--- src/hdl/tps_pkg.sv ---
// Constants for the single-output PWM timer: register map, fields, resets.
// Assumes a byte-wide plain register port and one 50 MHz clock.
package tps_pkg;
	// ==========================================================
	// Register offsets (byte port, one byte per register)
	localparam logic [3:0] ADDR_CTRL     = 4'h0; // Control
	localparam logic [3:0] ADDR_CNT_HI   = 4'h1; // Count high byte
	localparam logic [3:0] ADDR_CNT_LO   = 4'h2; // Count low byte
	localparam logic [3:0] ADDR_PWM_HI   = 4'h3; // Match high byte
	localparam logic [3:0] ADDR_PWM_LO   = 4'h4; // Match low byte
	localparam logic [3:0] ADDR_RLD_HI   = 4'h5; // Reload high byte
	localparam logic [3:0] ADDR_RLD_LO   = 4'h6; // Reload low byte
	localparam logic [3:0] ADDR_IRQ_STAT = 4'h7; // Sticky status, write one to clear
	localparam logic [3:0] ADDR_IRQ_MASK = 4'h8; // Interrupt mask
	// ==========================================================
	// Control register fields
	localparam int CTRL_EN_BIT   = 7; // Timer enable
	localparam int CTRL_POL_BIT  = 6; // Output polarity select
	localparam int CTRL_PRE_LSB  = 3; // Prescale exponent, 3 bits
	localparam int CTRL_MODE_LSB = 0; // Mode, 3 bits
	localparam logic [2:0] MODE_PWM_SINGLE = 3'h3; // Single-output PWM code
	// ==========================================================
	// Status fields
	localparam int STAT_RELOAD_BIT = 0; // Reload reached
	localparam int STAT_MATCH_BIT  = 1; // Match reached
	// ==========================================================
	// Reset values
	localparam logic [7:0]  CTRL_RESET   = 8'h00;
	localparam logic [15:0] COUNT_RESTART = 16'h0001; // Count after each reload
	localparam logic [15:0] WORD_RESET   = 16'h0000;
	localparam logic [7:0]  BYTE_RESET   = 8'h00;
endpackage

--- src/hdl/tps_irq.sv ---
// Interrupt bank: sticky status, mask and one level output.
// Assumes events are single-cycle pulses; set wins over clear.
`timescale 1ns/1ns
module tps_irq (
	input  wire logic       clk_in,     // System clock
	input  wire logic       rst_in,     // Synchronous reset
	input  wire logic       ce_in,      // Clock enable
	input  wire logic [1:0] event_in,   // Event pulses
	input  wire logic [1:0] clear_in,   // Write-one-to-clear bits
	input  wire logic       mask_we_in, // Mask write
	input  wire logic [1:0] mask_in,    // New mask
	output logic      [1:0] stat_out,   // Sticky status
	output logic      [1:0] mask_out,   // Mask
	output logic            irq_out     // Interrupt level
);
	wire [1:0] next_stat = (stat_out & ~clear_in) | event_in; // Event beats clear

	// Status and mask registers
	always_ff @(posedge clk_in) begin
		if (rst_in) begin
			stat_out <= 2'h0;
			mask_out <= 2'h0;
			irq_out  <= 1'b0;
		end else if (ce_in) begin
			stat_out <= next_stat;
			if (mask_we_in) begin
				mask_out <= mask_in;
			end
			// Registered so the output stays glitch free
			irq_out <= |(next_stat & (mask_we_in ? mask_in : mask_out));
		end
	end
endmodule

--- src/hdl/tps_prescaler.sv ---
// Prescaler: emits a one-cycle tick every 2^exp enabled clocks.
// Assumes synchronous active-high reset and a shared clock enable.
`timescale 1ns/1ns
module tps_prescaler (
	input  wire logic       clk_in,   // System clock
	input  wire logic       rst_in,   // Synchronous reset
	input  wire logic       ce_in,    // Clock enable
	input  wire logic       run_in,   // Timer running
	input  wire logic [2:0] exp_in,   // Divide by 2^exp
	output logic            tick_out  // Count advance pulse
);
	// ==========================================================
	// Divider
	logic [7:0] div;                  // Free count while running
	wire  [7:0] limit = 8'(({1'b0, 8'h01} << exp_in) - 9'h001); // Terminal value
	wire        at_limit = (div == limit);

	// Tick combinational so the counter moves on the same edge
	assign tick_out = run_in && ce_in && at_limit;

	// Count restarts when stopped so each period starts aligned
	always_ff @(posedge clk_in) begin
		if (rst_in) begin
			div <= 8'h00;
		end else if (ce_in) begin
			if (!run_in || at_limit) begin
				div <= 8'h00;
			end else begin
				div <= div + 8'h01;
			end
		end
	end
endmodule

--- src/hdl/tps_timer.sv ---
// Single-output PWM timer with byte register port and interrupt.
// Assumes a bus master with one-cycle strobes and no wait states.
`timescale 1ns/1ns

// What this block does
// - Count up toward sixteen-bit match value
// - Invert output when count equals match
// - At reload: interrupt, count to 0001H
// - Polarity one: start high, low, high
// - Polarity zero: start low, high, low
// - Written start count only affects first period
// - Period equals reload times prescale over clock
module tps_timer (
	input  wire logic       clk_in,      // 50 MHz system clock
	input  wire logic       rst_in,      // Synchronous reset
	input  wire logic       ce_in,       // Clock enable, freezes all state
	input  wire logic [3:0] addr_in,     // Register address
	input  wire logic [7:0] wdata_in,    // Write data
	input  wire logic       wr_in,       // Write strobe
	input  wire logic       rd_in,       // Read strobe
	output logic      [7:0] rdata_out,   // Read data, cycle after strobe
	output logic            pwm_out,     // Timer output to the pin mux
	output logic            irq_out      // Interrupt level
);
	// ==========================================================
	// Registers
	logic [7:0]  ctrl;        // Control byte
	logic [15:0] count;       // Live count
	logic [15:0] match_val;   // Toggle point
	logic [15:0] reload_val;  // Period end
	logic [7:0]  cnt_lo_hold; // Low count byte, reloaded from count every cycle except during a low read
	logic        level;       // Output level before the output flop

	// ==========================================================
	// Decode
	wire wr_ctrl = wr_in && (addr_in == tps_pkg::ADDR_CTRL);
	wire wr_chi  = wr_in && (addr_in == tps_pkg::ADDR_CNT_HI);
	wire wr_clo  = wr_in && (addr_in == tps_pkg::ADDR_CNT_LO);
	wire wr_phi  = wr_in && (addr_in == tps_pkg::ADDR_PWM_HI);
	wire wr_plo  = wr_in && (addr_in == tps_pkg::ADDR_PWM_LO);
	wire wr_rhi  = wr_in && (addr_in == tps_pkg::ADDR_RLD_HI);
	wire wr_rlo  = wr_in && (addr_in == tps_pkg::ADDR_RLD_LO);
	wire wr_stat = wr_in && (addr_in == tps_pkg::ADDR_IRQ_STAT);
	wire wr_mask = wr_in && (addr_in == tps_pkg::ADDR_IRQ_MASK);

	wire       enabled = ctrl[tps_pkg::CTRL_EN_BIT];
	wire       pol     = ctrl[tps_pkg::CTRL_POL_BIT];
	wire [2:0] mode    = ctrl[tps_pkg::CTRL_MODE_LSB +: 3];
	wire [2:0] pre_exp = ctrl[tps_pkg::CTRL_PRE_LSB +: 3];
	wire       running = enabled && (mode == tps_pkg::MODE_PWM_SINGLE);

	// Rising edge of enable restores the idle output level
	wire start = wr_ctrl && wdata_in[tps_pkg::CTRL_EN_BIT] && !enabled;

	// ==========================================================
	// Prescaler and interrupt bank
	logic       tick;        // One count step
	logic [1:0] stat;        // Sticky status
	logic [1:0] mask;        // Interrupt mask

	tps_prescaler u_pre (
		.clk_in   (clk_in),
		.rst_in   (rst_in),
		.ce_in    (ce_in),
		.run_in   (running),
		.exp_in   (pre_exp),
		.tick_out (tick)
	);

	wire hit_reload = tick && (count == reload_val);
	wire hit_match  = tick && (count == match_val) && !hit_reload;

	tps_irq u_irq (
		.clk_in     (clk_in),
		.rst_in     (rst_in),
		.ce_in      (ce_in),
		.event_in   ({hit_match, hit_reload}),
		.clear_in   (wr_stat ? wdata_in[1:0] : 2'h0),
		.mask_we_in (wr_mask),
		.mask_in    (wdata_in[1:0]),
		.stat_out   (stat),
		.mask_out   (mask),
		.irq_out    (irq_out)
	);

	// ==========================================================
	// Count register
	// Writes land even while running; software owns that
	always_ff @(posedge clk_in) begin
		if (rst_in) begin
			count <= tps_pkg::WORD_RESET;
		end else if (ce_in) begin
			if (wr_chi) begin
				count[15:8] <= wdata_in;
			end else if (wr_clo) begin
				count[7:0] <= wdata_in;
			end else if (hit_reload) begin
				count <= tps_pkg::COUNT_RESTART;
			end else if (tick) begin
				count <= count + 16'h0001;
			end
		end
	end

	// ==========================================================
	// Match, reload and control registers
	always_ff @(posedge clk_in) begin
		if (rst_in) begin
			ctrl       <= tps_pkg::CTRL_RESET;
			match_val  <= tps_pkg::WORD_RESET;
			reload_val <= tps_pkg::WORD_RESET;
		end else if (ce_in) begin
			if (wr_ctrl) begin
				ctrl <= wdata_in;
			end
			if (wr_phi) begin
				match_val[15:8] <= wdata_in;
			end
			if (wr_plo) begin
				match_val[7:0] <= wdata_in;
			end
			if (wr_rhi) begin
				reload_val[15:8] <= wdata_in;
			end
			if (wr_rlo) begin
				reload_val[7:0] <= wdata_in;
			end
		end
	end

	// ==========================================================
	// Output level
	// Idle level loads polarity on the enable write; held while disabled
	always_ff @(posedge clk_in) begin
		if (rst_in) begin
			level <= 1'b0;
		end else if (ce_in) begin
			if (start) begin
				level <= wdata_in[tps_pkg::CTRL_POL_BIT];
			end else if (hit_reload) begin
				level <= pol;
			end else if (hit_match) begin
				level <= ~level;
			end
		end
	end

	// Output flop keeps the pin straight from a register
	always_ff @(posedge clk_in) begin
		if (rst_in) begin
			pwm_out <= 1'b0;
		end else if (ce_in) begin
			pwm_out <= level;
		end
	end

	// ==========================================================
	// Read path
	wire [7:0] rd_mux =
		(addr_in == tps_pkg::ADDR_CTRL)     ? ctrl :
		(addr_in == tps_pkg::ADDR_CNT_HI)   ? count[15:8] :
		(addr_in == tps_pkg::ADDR_CNT_LO)   ? cnt_lo_hold :
		(addr_in == tps_pkg::ADDR_PWM_HI)   ? match_val[15:8] :
		(addr_in == tps_pkg::ADDR_PWM_LO)   ? match_val[7:0] :
		(addr_in == tps_pkg::ADDR_RLD_HI)   ? reload_val[15:8] :
		(addr_in == tps_pkg::ADDR_RLD_LO)   ? reload_val[7:0] :
		(addr_in == tps_pkg::ADDR_IRQ_STAT) ? {6'h00, stat} :
		(addr_in == tps_pkg::ADDR_IRQ_MASK) ? {6'h00, mask} :
		8'h00; // Unmapped reads zero

	// Low byte tracks count except during a low read, so only back-to-back high-low reads are coherent
	always_ff @(posedge clk_in) begin
		if (rst_in) begin
			cnt_lo_hold <= tps_pkg::BYTE_RESET;
			rdata_out   <= tps_pkg::BYTE_RESET;
		end else if (ce_in) begin
			if (rd_in && addr_in == tps_pkg::ADDR_CNT_HI) begin
				cnt_lo_hold <= count[7:0];
			end else if (!(rd_in && addr_in == tps_pkg::ADDR_CNT_LO)) begin
				cnt_lo_hold <= count[7:0];
			end
			rdata_out <= rd_in ? rd_mux : 8'h00;
		end
	end
endmodule

--- config.mk ---
export PLATFORM = sky130hd
export DESIGN_NAME = tps_timer
export DESIGN_NICKNAME = d
export VERILOG_FILES = /design/src/hdl/tps_pkg.sv /design/src/hdl/tps_irq.sv /design/src/hdl/tps_prescaler.sv /design/src/hdl/tps_timer.sv
export SDC_FILE = /design/constraint.sdc
export NUM_CORES = 1
export LEC_CHECK = 0
export ABC_AREA = 1
export BUFFER_PORTS_ARGS = -buffer_cell sky130_fd_sc_hd__buf_2
export CAP_MARGIN = 20
export CORE_MARGIN = 2
export CORE_UTILIZATION = 40
export DETAILED_ROUTE_END_ITERATION = 12
export SYNTH_ARGS = -nofsm -noshare
export SYNTH_HDL_FRONTEND = slang
export SYNTH_SLANG_ARGS = --single-unit
--- constraint.sdc ---
create_clock -name clk_in -period 2.9 [get_ports clk_in]
set_input_delay 0.725 -clock clk_in [delete_from_list [all_inputs] [get_ports clk_in]]
set_output_delay 0.725 -clock clk_in [all_outputs]
set_load 0.02 [all_outputs]
==> results.json <==
{
  "grt_max_degree": 36,
  "placed_area_sq_um": 5410,
  "rr_worst_depth": 13,
  "cts_tree": "built",
  "clock_tree.root_cell": "clkbuf_16",
  "yosys.area.top_type": "dfxtp_1",
  "clockBufferDepth": 2,
  "boundaryPins": 27,
  "clock_power_share": 0.439,
  "final_cells": 1017,
  "status": "finished clean",
  "synth_nets": 844,
  "firstDrtPassIters": 5,
  "synth.most_common_cell": "nand2_1",
  "setup_viol": 0,
  "cts_buffers": 9,
  "ys_warn_count": 0,
  "start_kind": "input port",
  "cts_sinks": 87,
  "place_congestion": 0.915,
  "vias_per_cell": 5.18,
  "whs_endpoint": "rdata_out[2]$_SDFFE_PP0P_",
  "routed_wl_mm": 15.7,
  "report.power.total_mw": 2.64,
  "hp-start": "rdata_out[2]$_SDFFE_PP0P_",
  "internal_power_mw": 1.89,
  "routed-via-count": 5267,
  "max-vdd-ir-drop_mv": 0.308,
  "finalInstanceArea_sq_um": 5700,
  "clk_pin_slew_ps": 80,
  "grt.total_usage": 0.244,
  "slew_viol_final": 0,
  "drt-initial-drc-count": 490,
  "nets": 859,
  "min_period_ps": 2200,
  "finClkSkew_ps": 11.3,
  "layout-drive-gt1-share": 0.0911,
  "initial_core_util": 0.408,
  "max_cap_violations": 0,
  "ys_top_cells_by_area": "dfxtp_1, nand2_1, a21oi_1",
  "hold_viol_final": 0,
  "dp.cells": 1001,
  "cts_hold_buf": 0,
  "rsz0062_at_grt": "false",
  "period_share": 0.758,
  "die_area_sq_um": 13700,
  "cts_htree_levels": 3,
  "r2r-end": "level$_SDFFE_PP0P_",
  "worstSetupPathType": "input port to flip-flop",
  "min_path_type": "flip-flop to flip-flop",
  "cts_setup_buffers": 0,
  "cp.required_ps": 3150,
  "ys_ff_latch": 87,
  "ys_seq_area_frac": 0.340,
  "routedWlPerCell_um": 15.5,
  "worst_pin_slew_ps": 581,
  "p_leak_nw": 2.50,
  "clock_latency_ps": 360,
  "synthFlopType": "dfxtp_1",
  "syn2layout_area_growth_pct": 11.3,
  "ctsResizeCount": 0,
  "port_buffers": 26,
  "r2r_slack_ps": 760,
  "setup.worst_path.end_class": "flip-flop",
  "final_core_util": 0.454,
  "die_x_um": 117,
  "fmax_ghz": 0.455,
  "antenna_found_initial": 0,
  "switching_share": 0.284,
  "p_sw_mw": 0.749,
  "grt_pass1_wl_mm": 25.3,
  "placement_rows": 41,
  "synthDistinctLibCells": 35,
  "fin_setup_tns_ps": 0,
  "synth_area_sq_um": 5120,
  "cp_max_fo": 11,
  "synth_edf_count": 0,
  "synth_commonest_cells": "nand2_1, inv_1, a21oi_1, dfxtp_1, o21ai_0",
  "arrival_ps": 2450,
  "pwr-share-seq": 0.468,
  "p_per_area_nw_per_um2": 462,
  "drc": 0,
  "antenna_left": 0,
  "combPwrFrac": 0.093,
  "avgSynthCellArea_sq_um": 6.21,
  "syn_inst": 825,
  "grt-ovfl-total": 0,
  "slew_headroom": 0.612,
  "hold_depth": 2,
  "dieHeight_um": 117,
  "async_flop_share": 0,
  "grt_pass1_vias": 4824,
  "coreArea_sq_um": 12600,
  "n_antenna_cell": 0,
  "r2r-start": "count[12]$_SDFFE_PP0P_",
  "synth_top_area_frac": 0.340,
  "hpwl_mm": 11.6
}
-- layer usage --
layer | global-route usage | wire (um) | up-vias
met5 | 0 | 0 | -
met4 | 0.0816 | 357 | 0
met3 | 0.0505 | 902 | 29
met2 | 0.381 | 7040 | 149
met1 | 0.336 | 7450 | 2410
li1 | - | - | 2679
-- cells in the final DEF (no fill, tap or decap), types with 9 or more instances in the layout --
cell type	n
nor2_1	60
clkbuf_16	9
xnor2_1	10
inv_1	105
dfxtp_1	87
o21ai_0	67
buf_2	26
nor2_2	9
a21oi_1	90
nand3_1	50
nand2_1	242
nand4_1	16
-- registers in the layout (all words and copies together) (netlist names) --
name and count:
count 16, match_val 16, reload_val 16, cnt_lo_hold 8
ctrl 8, rdata_out 8, u_pre.div 8, u_irq.mask_out 2
u_irq.stat_out 2, level 1, pwm_out 1, u_irq.irq_out 1
-- power by group through the flow --
stage               Sequential [mW]  Clock [mW]  Combinational (mW)
floorplan                      1.26           0               0.157
global placement               1.26           0               0.244
detailed placement             1.26           0               0.244
CTS                            1.23        1.18               0.244
global route                   1.24        1.23               0.276
finish                         1.23        1.16               0.246
-- worst max path at each step --
stage	startpoint	endpoint	slack, ps
floorplan	addr_in[3]	count[7]$_SDFFE_PP0P_	900
global placement	addr_in[3]	count[14]$_SDFFE_PP0P_	410
detailed placement	addr_in[3]	count[12]$_SDFFE_PP0P_	380
CTS	addr_in[3]	count[12]$_SDFFE_PP0P_	760
global route	addr_in[3]	count[7]$_SDFFE_PP0P_	510
finish	addr_in[3]	count[12]$_SDFFE_PP0P_	700
-- area by class of cell --
| class | count | area, sq um |
|---|---|---|
| clock buffer | 9 | 225 |
| inverter | 110 | 413 |
| tap | 172 | 215 |
| sequential | 87 | 1740 |
| multi-input combinational | 599 | 2850 |
| timing repair buffer | 33 | 195 |
| clock inverter | 7 | 66.3 |
| fill | 1372 | 6870 |
-- logic make-up after synthesis --
| kind of cell | count (synthesis) | share of synthesized area |
|---|---|---|
| adders and majority gates | 2 | 0.00488 |
| muxes | 1 | 0.00195 |
| buffers and inverters | 139 | 0.105 |
| xor gates and xnor gates | 18 | 0.0308 |
| DFF | 87 | 0.340 |
| AOI/OAI and AO/OA | 180 | 0.187 |
| and+or+nand+nor | 398 | 0.331 |
-- worst max-delay path, stage by stage --
cell      delay, ps
buf_2           130
nor2_1          190
nand2_1         150
nor2_4          250
inv_1           260
nand2_1         190
o21bai_1        300
a21oi_1         120
nand2_1          90
inv_1            40
-- metrics by stage --
step	setup WS (ps)	hold slack, ps
floorplan	897	444
global placement	409	456
detailed placement	382	452
CTS	762	464
global route	507	482
finish	701	463
Note: power is estimated with default switching activity, not from simulation.
